--- src/hw/osc_pkg.sv ---
`default_nettype none
package osc_pkg;
	// clock and counter input limits
	localparam int CLK_HZ = 200_000_000;
	localparam int MAX_COUNT_RATE_HZ = 100;
	localparam int FILTER_CYCLES = 16;
	localparam int FILTER_W = 8;

	// default sizes
	localparam int NUM_AO = 8;
	localparam int AO_W = 16;
	localparam int NUM_DI = 16;
	localparam int COUNT_W = 32;
	localparam int ADDR_W = 12;
	localparam int DATA_W = 32;
	localparam int STRB_W = 4;
	localparam int LANE_W = 8;
	localparam int MAX_CHANNELS = 16;

	// register map, byte addresses
	localparam logic [11:0] OFS_CTRL = 12'h000;
	localparam logic [11:0] OFS_STATUS = 12'h004;
	localparam logic [11:0] OFS_TIMEOUT = 12'h008;
	localparam logic [11:0] OFS_CNT_ENABLE = 12'h00C;
	localparam logic [11:0] OFS_CNT_CLEAR = 12'h010;
	localparam logic [11:0] OFS_IDLE = 12'h014;
	localparam logic [11:0] BASE_POWERON = 12'h040;
	localparam logic [11:0] BASE_SAFE = 12'h080;
	localparam logic [11:0] BASE_LIVE = 12'h0C0;
	localparam logic [11:0] BASE_COUNT = 12'h100;
	localparam int REGION_LSB = 6;
	localparam int INDEX_LSB = 2;
	localparam int INDEX_W = 4;

	// field positions
	localparam int CTRL_RESTART_BIT = 0;
	localparam int CTRL_WDT_CLEAR_BIT = 1;
	localparam int STAT_TRIPPED_BIT = 0;
	localparam int STAT_RUNNING_BIT = 1;

	// reset values
	localparam logic [31:0] TIMEOUT_RESET = 32'h0000_0000;
	localparam logic [31:0] CNT_ENABLE_RESET = 32'h0000_0000;
	localparam logic [31:0] POWERON_RESET = 32'h0000_0000;
	localparam logic [31:0] SAFE_RESET = 32'h0000_0000;

	localparam logic [1:0] RESP_OKAY = 2'h0;
	localparam logic [1:0] RESP_SLVERR = 2'h2;

	typedef enum logic [1:0] {
		ST_LOAD = 2'h1,
		ST_RUN = 2'h2
	} osc_state_type;
endpackage
`default_nettype wire

--- src/hw/osc_pulse_counter.sv ---
`default_nettype none
module osc_pulse_counter #(
	parameter int COUNT_W = osc_pkg::COUNT_W,
	parameter int FILTER = osc_pkg::FILTER_CYCLES
) (
	input wire logic ref_clk,
	input wire logic reset,
	input wire logic pulseIn,
	input wire logic countEnable,
	input wire logic countClear,
	output logic [COUNT_W-1:0] count
);
	initial begin
		if (FILTER < 1 || FILTER >= (1 << osc_pkg::FILTER_W) || COUNT_W < 1 || COUNT_W > osc_pkg::DATA_W)
			$error("osc_pulse_counter: unsupported parameters");
	end

	localparam logic [osc_pkg::FILTER_W-1:0] FILTER_LAST = osc_pkg::FILTER_W'(FILTER - 1);

	logic syncFirst;
	logic syncSecond;
	logic filtLevel;
	logic [osc_pkg::FILTER_W-1:0] stableCount;
	logic differs;
	logic settled;
	logic riseEdge;
	logic [COUNT_W-1:0] next_count;

	// a glitch shorter than the filter is dropped; fine for slow inputs only
	assign differs = syncSecond != filtLevel;
	assign settled = differs && (stableCount == FILTER_LAST);
	assign riseEdge = settled && syncSecond;
	assign next_count = countClear ? {COUNT_W{1'b0}} : count + COUNT_W'(riseEdge && countEnable);

	always_ff @(posedge ref_clk) begin
		syncFirst <= pulseIn;
		syncSecond <= syncFirst;
	end

	always_ff @(posedge ref_clk) begin
		if (reset) begin
			filtLevel <= 1'b0;
			stableCount <= '0;
			count <= '0;
		end else begin
			if (settled)
				filtLevel <= syncSecond;
			stableCount <= (differs && !settled) ? stableCount + 1'b1 : '0;
			count <= next_count;
		end
	end
endmodule
`default_nettype wire

--- src/hw/osc_top.sv ---
// Behaviour
// - after every reset or restart the live value of each analog output is loaded from its power-on value first.
// - writing a power-on value leaves the live output alone until the next restart.
// - when no link traffic arrives for longer than the configured timeout the watchdog trips and forces all outputs.
// - each analog output has its own writable safe value, which it takes while the watchdog is tripped.
// - each digital input may act as a slow pulse counter, guaranteed only below 100 Hz.
// - the per-channel counter-enable register selects the counting inputs, taking effect when written.
// - each counting input shows its current count in the analog-input map.
// - writing a channel's bit in the clear register zeroes that count only.
//
// Design decisions made here: the placing of the registers and the AXI4-Lite slave port.
`default_nettype none
module osc_top #(
	parameter int NUM_AO = osc_pkg::NUM_AO,
	parameter int AO_W = osc_pkg::AO_W,
	parameter int NUM_DI = osc_pkg::NUM_DI,
	parameter int COUNT_W = osc_pkg::COUNT_W
) (
	input wire logic ref_clk,
	input wire logic reset,
	input wire logic [osc_pkg::ADDR_W-1:0] s_axi_awaddr,
	input wire logic s_axi_awvalid,
	output logic s_axi_awready,
	input wire logic [osc_pkg::DATA_W-1:0] s_axi_wdata,
	input wire logic [osc_pkg::STRB_W-1:0] s_axi_wstrb,
	input wire logic s_axi_wvalid,
	output logic s_axi_wready,
	output logic [1:0] s_axi_bresp,
	output logic s_axi_bvalid,
	input wire logic s_axi_bready,
	input wire logic [osc_pkg::ADDR_W-1:0] s_axi_araddr,
	input wire logic s_axi_arvalid,
	output logic s_axi_arready,
	output logic [osc_pkg::DATA_W-1:0] s_axi_rdata,
	output logic [1:0] s_axi_rresp,
	output logic s_axi_rvalid,
	input wire logic s_axi_rready,
	input wire logic linkTraffic,
	input wire logic [NUM_DI-1:0] diPin,
	output logic [NUM_AO*AO_W-1:0] aoValue,
	output logic watchdogTripped,
	output logic running
);
	initial begin
		if (NUM_AO < 1 || NUM_AO > osc_pkg::MAX_CHANNELS || NUM_DI < 1 || NUM_DI > osc_pkg::MAX_CHANNELS
			|| AO_W < 1 || AO_W > osc_pkg::DATA_W || COUNT_W < 1 || COUNT_W > osc_pkg::DATA_W)
			$error("osc_top: unsupported parameters");
	end

	localparam int RW = osc_pkg::ADDR_W - osc_pkg::REGION_LSB;
	localparam logic [RW-1:0] REG_CTRLBLK = osc_pkg::OFS_CTRL[osc_pkg::ADDR_W-1:osc_pkg::REGION_LSB];
	localparam logic [RW-1:0] REG_POWERON = osc_pkg::BASE_POWERON[osc_pkg::ADDR_W-1:osc_pkg::REGION_LSB];
	localparam logic [RW-1:0] REG_SAFE = osc_pkg::BASE_SAFE[osc_pkg::ADDR_W-1:osc_pkg::REGION_LSB];
	localparam logic [RW-1:0] REG_LIVE = osc_pkg::BASE_LIVE[osc_pkg::ADDR_W-1:osc_pkg::REGION_LSB];
	localparam logic [RW-1:0] REG_COUNT = osc_pkg::BASE_COUNT[osc_pkg::ADDR_W-1:osc_pkg::REGION_LSB];
	localparam logic [osc_pkg::INDEX_W-1:0] IDX_CTRL = osc_pkg::OFS_CTRL[5:2];
	localparam logic [osc_pkg::INDEX_W-1:0] IDX_STATUS = osc_pkg::OFS_STATUS[5:2];
	localparam logic [osc_pkg::INDEX_W-1:0] IDX_TIMEOUT = osc_pkg::OFS_TIMEOUT[5:2];
	localparam logic [osc_pkg::INDEX_W-1:0] IDX_CNT_ENABLE = osc_pkg::OFS_CNT_ENABLE[5:2];
	localparam logic [osc_pkg::INDEX_W-1:0] IDX_CNT_CLEAR = osc_pkg::OFS_CNT_CLEAR[5:2];
	localparam logic [osc_pkg::INDEX_W-1:0] IDX_IDLE = osc_pkg::OFS_IDLE[5:2];
	// narrow indices for the storage arrays; out-of-range indices are refused by the range checks
	localparam int AO_IW = (NUM_AO > 1) ? $clog2(NUM_AO) : 1;
	localparam int DI_IW = (NUM_DI > 1) ? $clog2(NUM_DI) : 1;

	// the decode assumes one register per word and room for every channel index
	initial begin
		if (osc_pkg::REGION_LSB - osc_pkg::INDEX_LSB != osc_pkg::INDEX_W
			|| (1 << osc_pkg::INDEX_W) < osc_pkg::MAX_CHANNELS)
			$error("osc_top: register map cannot hold the channels");
		if (osc_pkg::FILTER_CYCLES + 2 >= osc_pkg::CLK_HZ / (2 * osc_pkg::MAX_COUNT_RATE_HZ))
			$error("osc_top: input filter too slow for the counted rate");
	end

	function automatic logic [31:0] mergeStrb(input logic [31:0] oldV, input logic [31:0] newV,
		input logic [3:0] strb);
		logic [31:0] res;
		res = oldV;
		for (int b = 0; b < osc_pkg::STRB_W; b++) begin
			if (strb[b])
				res[b*osc_pkg::LANE_W +: osc_pkg::LANE_W] = newV[b*osc_pkg::LANE_W +: osc_pkg::LANE_W];
		end
		return res;
	endfunction

	// write channel: address and data may arrive in either order
	logic awHeld;
	logic wHeld;
	logic [osc_pkg::ADDR_W-1:0] awAddr;
	logic [31:0] wData;
	logic [3:0] wStrb;
	logic doWrite;
	logic [RW-1:0] wRegion;
	logic [osc_pkg::INDEX_W-1:0] wIndex;
	logic wCtrlBlk;
	logic wCtrl;
	logic wTimeout;
	logic wEnable;
	logic wClear;
	logic wPoweron;
	logic wSafe;
	logic wLive;
	logic wReadOnly;
	logic wMapped;
	logic [31:0] ctrlBits;
	logic restartReq;
	logic clearTripReq;

	assign s_axi_awready = !awHeld && !s_axi_bvalid;
	assign s_axi_wready = !wHeld && !s_axi_bvalid;
	assign doWrite = awHeld && wHeld && !s_axi_bvalid;
	assign wRegion = awAddr[osc_pkg::ADDR_W-1:osc_pkg::REGION_LSB];
	assign wIndex = awAddr[osc_pkg::REGION_LSB-1:osc_pkg::INDEX_LSB];
	assign wCtrlBlk = wRegion == REG_CTRLBLK;
	assign wCtrl = doWrite && wCtrlBlk && wIndex == IDX_CTRL;
	assign wTimeout = doWrite && wCtrlBlk && wIndex == IDX_TIMEOUT;
	assign wEnable = doWrite && wCtrlBlk && wIndex == IDX_CNT_ENABLE;
	assign wClear = doWrite && wCtrlBlk && wIndex == IDX_CNT_CLEAR;
	assign wPoweron = doWrite && wRegion == REG_POWERON && 32'(wIndex) < NUM_AO;
	assign wSafe = doWrite && wRegion == REG_SAFE && 32'(wIndex) < NUM_AO;
	assign wLive = doWrite && wRegion == REG_LIVE && 32'(wIndex) < NUM_AO;
	assign wReadOnly = (wCtrlBlk && (wIndex == IDX_STATUS || wIndex == IDX_IDLE))
		|| (wRegion == REG_COUNT && 32'(wIndex) < NUM_DI);
	assign wMapped = wReadOnly || (wCtrlBlk && (wIndex == IDX_CTRL || wIndex == IDX_TIMEOUT
		|| wIndex == IDX_CNT_ENABLE || wIndex == IDX_CNT_CLEAR))
		|| ((wRegion == REG_POWERON || wRegion == REG_SAFE || wRegion == REG_LIVE) && 32'(wIndex) < NUM_AO);
	assign ctrlBits = mergeStrb(32'h0000_0000, wData, wStrb);
	assign restartReq = wCtrl && ctrlBits[osc_pkg::CTRL_RESTART_BIT];
	assign clearTripReq = wCtrl && ctrlBits[osc_pkg::CTRL_WDT_CLEAR_BIT];

	always_ff @(posedge ref_clk) begin
		if (reset) begin
			awHeld <= 1'b0;
			wHeld <= 1'b0;
			awAddr <= '0;
			wData <= '0;
			wStrb <= '0;
			s_axi_bvalid <= 1'b0;
			s_axi_bresp <= osc_pkg::RESP_OKAY;
		end else begin
			if (s_axi_awvalid && s_axi_awready) begin
				awHeld <= 1'b1;
				awAddr <= s_axi_awaddr;
			end
			if (s_axi_wvalid && s_axi_wready) begin
				wHeld <= 1'b1;
				wData <= s_axi_wdata;
				wStrb <= s_axi_wstrb;
			end
			if (doWrite) begin
				awHeld <= 1'b0;
				wHeld <= 1'b0;
				s_axi_bvalid <= 1'b1;
				s_axi_bresp <= wMapped ? osc_pkg::RESP_OKAY : osc_pkg::RESP_SLVERR;
			end else if (s_axi_bready)
				s_axi_bvalid <= 1'b0;
		end
	end

	// control state
	osc_pkg::osc_state_type state;
	osc_pkg::osc_state_type next_state;
	logic [31:0] timeout;
	logic [31:0] idleCount;
	logic [NUM_DI-1:0] cntEnable;
	logic [NUM_DI-1:0] cntClear;
	logic [AO_W-1:0] poweron [NUM_AO];
	logic [AO_W-1:0] safe [NUM_AO];
	logic [AO_W-1:0] live [NUM_AO];
	logic [COUNT_W-1:0] count [NUM_DI];
	logic wdtArmed;
	logic tripEvent;
	logic next_tripped;

	always_comb begin
		case (state)
			osc_pkg::ST_LOAD: next_state = osc_pkg::ST_RUN;
			osc_pkg::ST_RUN: next_state = restartReq ? osc_pkg::ST_LOAD : osc_pkg::ST_RUN;
			default: next_state = osc_pkg::ST_LOAD;
		endcase
	end

	// timeout of zero keeps the watchdog disarmed
	assign wdtArmed = timeout != 32'h0000_0000 && state == osc_pkg::ST_RUN;
	assign tripEvent = wdtArmed && !linkTraffic && idleCount >= timeout;
	// a trip in the clearing cycle survives the clear
	assign next_tripped = tripEvent || (watchdogTripped && !clearTripReq && !restartReq);
	assign running = state == osc_pkg::ST_RUN;
	assign cntClear = wClear ? ctrlBits[NUM_DI-1:0] : '0;

	always_ff @(posedge ref_clk) begin
		if (reset) begin
			state <= osc_pkg::ST_LOAD;
			timeout <= osc_pkg::TIMEOUT_RESET;
			cntEnable <= NUM_DI'(osc_pkg::CNT_ENABLE_RESET);
			idleCount <= '0;
			watchdogTripped <= 1'b0;
		end else begin
			state <= next_state;
			if (wTimeout)
				timeout <= mergeStrb(timeout, wData, wStrb);
			if (wEnable)
				cntEnable <= NUM_DI'(mergeStrb(32'(cntEnable), wData, wStrb));
			if (linkTraffic || !wdtArmed || watchdogTripped)
				idleCount <= '0;
			else if (idleCount != 32'hFFFF_FFFF)
				idleCount <= idleCount + 32'h0000_0001;
			watchdogTripped <= next_tripped;
		end
	end

	// per-channel analog output storage
	for (genvar c = 0; c < NUM_AO; c++) begin : g_ao
		logic chSel;
		assign chSel = wIndex == osc_pkg::INDEX_W'(c);
		always_ff @(posedge ref_clk) begin
			if (reset) begin
				poweron[c] <= AO_W'(osc_pkg::POWERON_RESET);
				safe[c] <= AO_W'(osc_pkg::SAFE_RESET);
				live[c] <= '0;
			end else begin
				if (wPoweron && chSel)
					poweron[c] <= AO_W'(mergeStrb(32'(poweron[c]), wData, wStrb));
				if (wSafe && chSel)
					safe[c] <= AO_W'(mergeStrb(32'(safe[c]), wData, wStrb));
				if (state == osc_pkg::ST_LOAD)
					live[c] <= poweron[c];
				else if (watchdogTripped || tripEvent)
					live[c] <= safe[c];
				else if (wLive && chSel)
					live[c] <= AO_W'(mergeStrb(32'(live[c]), wData, wStrb));
			end
		end
		assign aoValue[c*AO_W +: AO_W] = live[c];
	end

	// input counters, one per digital input
	for (genvar d = 0; d < NUM_DI; d++) begin : g_di
		osc_pulse_counter #(
			.COUNT_W(COUNT_W),
			.FILTER(osc_pkg::FILTER_CYCLES)
		) u_counter (
			.ref_clk(ref_clk),
			.reset(reset),
			.pulseIn(diPin[d]),
			.countEnable(cntEnable[d]),
			.countClear(cntClear[d]),
			.count(count[d])
		);
	end

	// read channel
	logic [RW-1:0] rRegion;
	logic [osc_pkg::INDEX_W-1:0] rIndex;
	logic rCtrlBlk;
	logic rAoOk;
	logic rDiOk;
	logic [31:0] rCtrlData;
	logic [31:0] rAoData;
	logic [31:0] rData;
	logic rMapped;
	logic [31:0] statusWord;
	logic [AO_IW-1:0] rAoIdx;
	logic [DI_IW-1:0] rDiIdx;

	assign rRegion = s_axi_araddr[osc_pkg::ADDR_W-1:osc_pkg::REGION_LSB];
	assign rIndex = s_axi_araddr[osc_pkg::REGION_LSB-1:osc_pkg::INDEX_LSB];
	assign rCtrlBlk = rRegion == REG_CTRLBLK;
	assign rAoOk = 32'(rIndex) < NUM_AO;
	assign rDiOk = 32'(rIndex) < NUM_DI;
	assign rAoIdx = rIndex[AO_IW-1:0];
	assign rDiIdx = rIndex[DI_IW-1:0];
	assign statusWord = (32'(watchdogTripped) << osc_pkg::STAT_TRIPPED_BIT)
		| (32'(running) << osc_pkg::STAT_RUNNING_BIT);
	assign rCtrlData = (rIndex == IDX_STATUS) ? statusWord
		: (rIndex == IDX_TIMEOUT) ? timeout
		: (rIndex == IDX_CNT_ENABLE) ? 32'(cntEnable)
		: (rIndex == IDX_IDLE) ? idleCount
		: 32'h0000_0000;
	// pulse registers read as zero
	assign rAoData = !rAoOk ? 32'h0000_0000
		: (rRegion == REG_POWERON) ? 32'(poweron[rAoIdx])
		: (rRegion == REG_SAFE) ? 32'(safe[rAoIdx])
		: 32'(live[rAoIdx]);
	assign rData = rCtrlBlk ? rCtrlData
		: (rRegion == REG_COUNT && rDiOk) ? 32'(count[rDiIdx])
		: rAoData;
	assign rMapped = (rCtrlBlk && (rIndex == IDX_CTRL || rIndex == IDX_STATUS || rIndex == IDX_TIMEOUT
		|| rIndex == IDX_CNT_ENABLE || rIndex == IDX_CNT_CLEAR || rIndex == IDX_IDLE))
		|| (rRegion == REG_COUNT && rDiOk)
		|| ((rRegion == REG_POWERON || rRegion == REG_SAFE || rRegion == REG_LIVE) && rAoOk);
	assign s_axi_arready = !s_axi_rvalid;

	always_ff @(posedge ref_clk) begin
		if (reset) begin
			s_axi_rvalid <= 1'b0;
			s_axi_rdata <= '0;
			s_axi_rresp <= osc_pkg::RESP_OKAY;
		end else if (s_axi_arvalid && s_axi_arready) begin
			s_axi_rvalid <= 1'b1;
			s_axi_rdata <= rMapped ? rData : 32'h0000_0000;
			s_axi_rresp <= rMapped ? osc_pkg::RESP_OKAY : osc_pkg::RESP_SLVERR;
		end else if (s_axi_rready)
			s_axi_rvalid <= 1'b0;
	end
endmodule
`default_nettype wire

--- config.mk ---
export PLATFORM = sky130hd
export DESIGN_NAME = osc_top
export DESIGN_NICKNAME = d
export VERILOG_FILES = /design/src/hw/osc_pkg.sv /design/src/hw/osc_pulse_counter.sv /design/src/hw/osc_top.sv
export SDC_FILE = /design/constraint.sdc
export NUM_CORES = 2
export LEC_CHECK = 0
export ABC_AREA = 1
export BUFFER_PORTS_ARGS = -buffer_cell sky130_fd_sc_hd__buf_2
export CAP_MARGIN = 20
export CORE_MARGIN = 5
export CORE_UTILIZATION = 55
export CTS_BUF_LIST = sky130_fd_sc_hd__clkbuf_4 sky130_fd_sc_hd__clkbuf_8 sky130_fd_sc_hd__clkbuf_16
export DETAILED_ROUTE_END_ITERATION = 8
export PLACE_DENSITY_LB_ADDON = 0.1
export SLEW_MARGIN = 15
export SYNTH_ARGS = -nofsm -noshare
export SYNTH_HDL_FRONTEND = slang
export SYNTH_SLANG_ARGS = --single-unit
--- constraint.sdc ---
create_clock -name ref_clk -period 3.1 [get_ports ref_clk]
set_input_delay 0.31 -clock ref_clk [delete_from_list [all_inputs] [get_ports ref_clk]]
set_output_delay 0.31 -clock ref_clk [all_outputs]
set_load 0.1 [all_outputs]
# After elaboration in Yosys (flattened, before gate mapping)
# Memories as Yosys holds them, arrays and structs flattened.
# Cells that the tools add are included.
[totals]
out_inout_bits = 171
ramBits = 384
input_bits = 84
memories = 3
wordCells = 800
register_bits = 859
[classes]
add_sub_neg = 33
order_cmp = 4
n_eq_ne = 55
bitwise = 58
mux = 337
n_reduce_logical = 211
[mem_list]
columns = ["name", "words", "word_bits", "read_ports", "rd_clocked_by_memory_dff", "wr", "line", "source"]
rows = [
  ["live", 8, 16, 9, 0, 8, "osc_top.sv:169", "logic [AO_W-1:0] live [NUM_AO];"],
  ["poweron", 8, 16, 9, 0, 8, "osc_top.sv:167", "logic [AO_W-1:0] poweron [NUM_AO];"],
  ["safe", 8, 16, 9, 0, 8, "osc_top.sv:168", "logic [AO_W-1:0] safe [NUM_AO];"],
]
[ops]
columns = ["op", "count"]
rows = [
  ["$mux 8", 178],
  ["$mux 16", 44],
  ["$add 32x1->32", 16],
  ["$mux 32", 9],
  ["$add 8x1->8 const B", 16],
  ["$bmux 32 s4", 1],
  ["$eq 8x4->1 const B", 16],
  ["$logic_and 1x1->1", 118],
  ["$mux 1", 101],
  ["$reduce_or 2->1", 34],
  ["$or 1x1->1", 40],
  ["$add 32x1->32 const B", 1],
  ["$ge 32x32->1", 1],
  ["$ne 32x32->1 const B", 1],
  ["$reduce_bool 32->1", 1],
  ["$eq 4x3->1 const B", 6],
  ["$eq 6x2->1 const B", 4],
  ["$logic_not 1->1", 24],
  ["$logic_or 1x1->1", 22],
  ["$eq 4x2->1 const B", 4],
  ["$ne 1x1->1", 16],
  ["$not 1->1", 16],
  ["$eq 6x1->1 const B", 2],
  ["$eq 6x3->1 const B", 2],
  ["other kinds (13)", 25],
]

# Depth between registers and ports, before layout
[depth]
ltp_word = 11
depth_mapped = 22
depth_no_buf = 22

# By module
# Synthesis repeated with hierarchy kept, for this count alone.
[hier_totals]
hier_cells = 9107
area_unflattened_um2 = 65358.9
[modules_own_cells]
columns = ["module", "cells_each", "area_each_um2", "n_inst", "seq_area_each_um2"]
rows = [
  ["osc_top", 4155, 31861.8, 1, 14874.3],
  ["osc_pulse_counter at g_di[10].u_counter ...", 309, 2087.0, 12, 860.8],
  ["osc_pulse_counter at g_di[0].u_counter ...", 311, 2113.3, 4, 860.8],
]

# Least setup slack after synthesis
# Ideal clock, no wire load.
[synth_path]
kind = "register to register"
startpoint = "register g_di[6].u_counter.stableCount[0] (netlist name)"
endpoint = "register g_di[6].u_counter.count[28]"
path_stages_with_launch = 21
synth_period_minus_slack_ns = 3.175
slack_ns = -0.075
n_path_buf = 0
arrival_ns = 3.054
setup_ns = 0.122
required_ns = 2.978
path_cell_list = "dfxtp_1 -> ha_1 -> nand2_1 -> inv_1 -> nand2_1 -> or2_2 -> or4_1 -> nor2_1 -> ha_1 -> ha_1 -> nand2_1 -> nor2_2 -> nand2_1 -> nor2_2 -> nand2_1 -> nor2_1 -> nand3_2 -> nor3_2 -> nand3_2 -> o21ai_0 -> a21oi_1"
[synth_between]
elab_chain_cells = 5
[synth_lines]
columns = ["element", "line", "source"]
rows = [
  ["start: declaration", "osc_pulse_counter.sv:23", "logic [osc_pkg::FILTER_W-1:0] stableCount;"],
  ["start signal: assignment", "osc_pulse_counter.sv:48", "stableCount <= (differs && !settled) ? stableCount + 1'b1 : '0;"],
  ["$eq 8x4->1", "osc_pulse_counter.sv:31", "assign settled = differs && (stableCount == FILTER_LAST);"],
  ["$logic_and 1x1->1", "osc_pulse_counter.sv:31", ""],
  ["$logic_and 1x1->1", "osc_pulse_counter.sv:32", "assign riseEdge = settled && syncSecond;"],
  ["$logic_and 1x1->1", "osc_pulse_counter.sv:33", "assign next_count = countClear ? {COUNT_W{1'b0}} : count + COUNT_W'(riseEdge && countEnable);"],
  ["$add 32x1->32", "osc_pulse_counter.sv:33", ""],
  ["end signal: assignment", "osc_pulse_counter.sv:49", "count <= next_count;"],
  ["end: declaration", "osc_pulse_counter.sv:11", "output logic [COUNT_W-1:0] count"],
]
# No other way between the ends.
# A chain may end at the register's enable or synchronous reset.

# Worst setup path in the final report
[layout_path]
startpoint = "register g_di[12].u_counter.stableCount[1] (netlist name)"
endpoint = "register g_di[12].u_counter.count[24]"
[layout_between]
elab_chain_cells = 5
[layout_lines]
columns = ["element", "line"]
rows = [
  ["start: declaration", "osc_pulse_counter.sv:23"],
  ["start signal: assignment", "osc_pulse_counter.sv:48"],
  ["$eq 8x4->1", "osc_pulse_counter.sv:31"],
  ["$logic_and 1x1->1", "osc_pulse_counter.sv:31"],
  ["$logic_and 1x1->1", "osc_pulse_counter.sv:32"],
  ["$logic_and 1x1->1", "osc_pulse_counter.sv:33"],
  ["$add 32x1->32", "osc_pulse_counter.sv:33"],
  ["end signal: assignment", "osc_pulse_counter.sv:49"],
  ["end: declaration", "osc_pulse_counter.sv:11"],
]
# No other way between the ends.

==> run metrics <==
Clock Skew=0.0226 ns; Total GRT Usage=0.377; die height=348 um; CTS tree=done; Worst Hold Endpoint=wData[3]; RR Startpoint=g_di[12].u_counter.stableCount[1]; Initial Util=0.552; Post-synth EDFFs=384; Reg area=28700 um^2; top area cells in the synthesized netlist=dfxtp_1, edfxtp_1, nand2_1; Cell Rows=124; crit path max fanout=3; post-synthesis cell count=8358; Final period util=1.08; die area=121000 um^2; final non-filler cell total=11000; via count=64500; TritonCTS Buffers=139; hold crit path type=in -> reg; grt ovf=0; largest net degree at the start of global routing=84; FF+latch count, synth=1239; RSZ-0062 raised after global routing=yes; hold_sp=s_axi_wdata[3]; synth warn=0; Setup crit end kind=flop; Worst-Margin Slew=1.12 ns; post-synthesis sequential area ratio=0.455; Reg2Reg Depth=21; CORE AREA=114000 um^2; min setup slack post-route=-0.260 ns; Max Buffers Root-to-Sink=3; Hold Path Stages=4; syn_area_per_cell=7.53 um^2; post-route ant nets=0; Worst-path clk slew=0.07 ns; Worst EP arrival=3.99 ns; Async S/R FF share, synth=0; Fin. Hold Viols=0; drt pass-1 iters=9; post-DR vias/cell=5.89; Total Wirelength=243000 um; IO Port Bufs=248; TNS Setup=-2.40 ns; Leak=31.9 nW; reg2reg end=g_di[12].u_counter.count[24]; DRC Markers=0; Synth top area share=0.272; Setup violations, final=29; fraction of layout cells with a size suffix above 1=0.233; area leader, netlist=dfxtp_1; gp weighted congestion=1.02; Reg2Reg Setup Slack=-0.26 ns; Final Power=0.0455 W; VDD IR max=0.00158 V; post-layout util=0.708; Synth-to-Final Area Change=28.2%; outcome=finished, violations left; Final HPWL DP=174000 um; die width=348 um; Worst slew margin=0.248; Yosys cell types=69; # fillers=9045; CP Launch Type=flop; failing checks=setup timing; CTS H-tree depth=4; global-route wire length before repair=354000 um; Cell Count Post-Placement=10300; clk sinks=1239; initial DRC count=7462; Root Buffer=clkbuf_16; IO Count=255; Post-synth top flop=dfxtp_1; mapped cell area=63000 um^2; vias in the first global route=60100; fin. max-slew vios=0; Tmin final=3.36 ns; WP data required=3.73 ns; highest clock rate=298 MHz; Crit Path Category=reg -> reg; wire length per cell=22.2 um; Max Cap Violations=0; initial antenna violation count=10; footprint of the multi-input gates=32600 um^2; Layout Nets=9497; pwr dens=564 nW/um^2; hold slack=0.0575 ns; clk_lat worst skew=0.75 ns
==> metal layers <==
metal,track usage,share of wire,up-vias
li1,-,-,29700
met1,0.475,0.37,30400
met4,0.223,0.073,4
met3,0.0795,0.10,833
met5,0,0.00015,-
met2,0.599,0.45,3498
==> final cells by class <==
type,instances,share of cell area
timing repair buffer,1193,0.113
sequential,1239,0.356
inverter,984,0.0462
clock inverter,64,0.00760
tap,1512,0.0234
clock buffer,186,0.0499
multi-input combinational,5773,0.405
antenna,3,0.0000930
==> cell families (layout without fill, tap and decap cells) <==
family                     Yosys count  after routing  synth area share
DFF                               1239           1239             0.455
buffers and inverters             1347           2427            0.0849
other                                1              5         0.0000596
AOI/OAI and AO/OA                 1202           1202             0.111
and+or+nand+nor                   4283           4283             0.305
xor gates and xnor gates           203            203            0.0282
adders and majority gates           83             83            0.0165
==> state kept, by name, indices dropped and copies added, names as in the netlist <==
signal                      cells
timeout                        32
s_axi_bresp                     1
s_axi_rvalid                    1
g_di.u_counter.count          512
wData                          32
wHeld                           1
g_di.u_counter.stableCount    128
awHeld                          1
watchdogTripped                 1
awAddr                         10
s_axi_bvalid                    1
wStrb                           4
state                           2
g_di.u_counter.syncFirst       16
g_di.u_counter.filtLevel       16
poweron                       128
idleCount                      32
s_axi_rresp                     1
cntEnable                      16
g_di.u_counter.syncSecond      16
s_axi_rdata                    32
safe                          128
live                          128
==> how the worst max path moves through the flow <==
| stage | start | to | slack, ns |
|---|---|---|---|
| 2_1_floorplan | g_di[6].u_counter.stableCount[0] | g_di[6].u_counter.count[28] | -0.04 |
| 3_3_place_gp | g_di[10].u_counter.stableCount[0] | g_di[10].u_counter.count[30] | -0.42 |
| 3_5_place_dp | g_di[13].u_counter.stableCount[0] | g_di[13].u_counter.count[28] | -0.52 |
| 4_1_cts | g_di[6].u_counter.stableCount[1] | g_di[6].u_counter.count[28] | -0.20 |
| 5_1_grt | g_di[12].u_counter.stableCount[1] | g_di[12].u_counter.count[24] | -0.36 |
| 6_report | g_di[12].u_counter.stableCount[1] | g_di[12].u_counter.count[24] | -0.26 |
==> cells in the mapped netlist, types with 11 or more instances <==
master     instances
o21a_1            24
o22ai_1          144
o211ai_1          27
xor2_1           181
a22oi_1           89
a211oi_1          31
ha_1              83
o21ai_0          350
clkbuf_1         173
xnor2_1           22
dfxtp_1          855
o2111ai_1         27
a31oi_1           22
nor2_2            38
inv_2             16
nand2_1         1740
or2_2             51
nand4_1          213
nand3_1          540
nand2_2           27
nor2_1          1131
buf_1             28
and3_1            11
nor3b_1          124
edfxtp_1         384
nor3_1           242
inv_1            949
nor3_2            25
clkinv_1          19
nor4_1            76
a21oi_1          432
buf_4             22
nor2_4            12
buf_2            135
==> stage by stage <==
| step | area [um^2] | worst slack (ns) |
|---|---|---|
| after global placement | 69200 | -0.424 |
| after detailed placement | 69200 | -0.520 |
| after floorplan | 63000 | -0.0387 |
| after global routing | 80700 | -0.361 |
| after CTS | 77700 | -0.205 |
| final | 80700 | -0.260 |
==> placed cells by master (no fill, tap or decap), types with 213 or more instances in the layout <==
cell type,netlist,layout
a21oi_1,432,399
buf_2,135,246
buf_4,22,798
dfxtp_1,855,823
edfxtp_1,384,384
inv_1,949,897
nand2_1,1740,1619
nand3_1,540,474
nand4_1,213,213
nor2_1,1131,999
o21ai_0,350,315
==> what timing repair did <==
action,in CTS,in global routing
resized for setup,399,572
endpoints found under the hold margin,67,0
setup buffers,220,127
hold buffers,60,0
pin swaps,169,273
endpoints found under the setup margin,239,316
==> power by group <==
part / leakage, nW / internal, W / switching (W)
sequential: 11.0 / 0.0178 / 0.00106
combinational: 18.6 / 0.00153 / 0.00817
clock: 2.31 / 0.00990 / 0.00705
==> worst max-delay path, cell delays in order, from the launching register on <==
cell,delay (ns)
dfxtp_2,0.36
ha_4,0.15
nand2_4,0.05
inv_2,0.06
nand2_2,0.05
or2_4,0.26
nor4_4,0.22
inv_2,0.09
nor2_4,0.12
buf_6,0.14
ha_4,0.19
ha_4,0.15
nand2_4,0.06
nor2_4,0.14
nand3_4,0.12
nor3_4,0.24
nand2_1,0.10
nor2_2,0.13
nand4_1,0.20
buf_4,0.21
o21ai_2,0.12
a21oi_2,0.06
No activity file was read; power rests on OpenSTA's default activity.
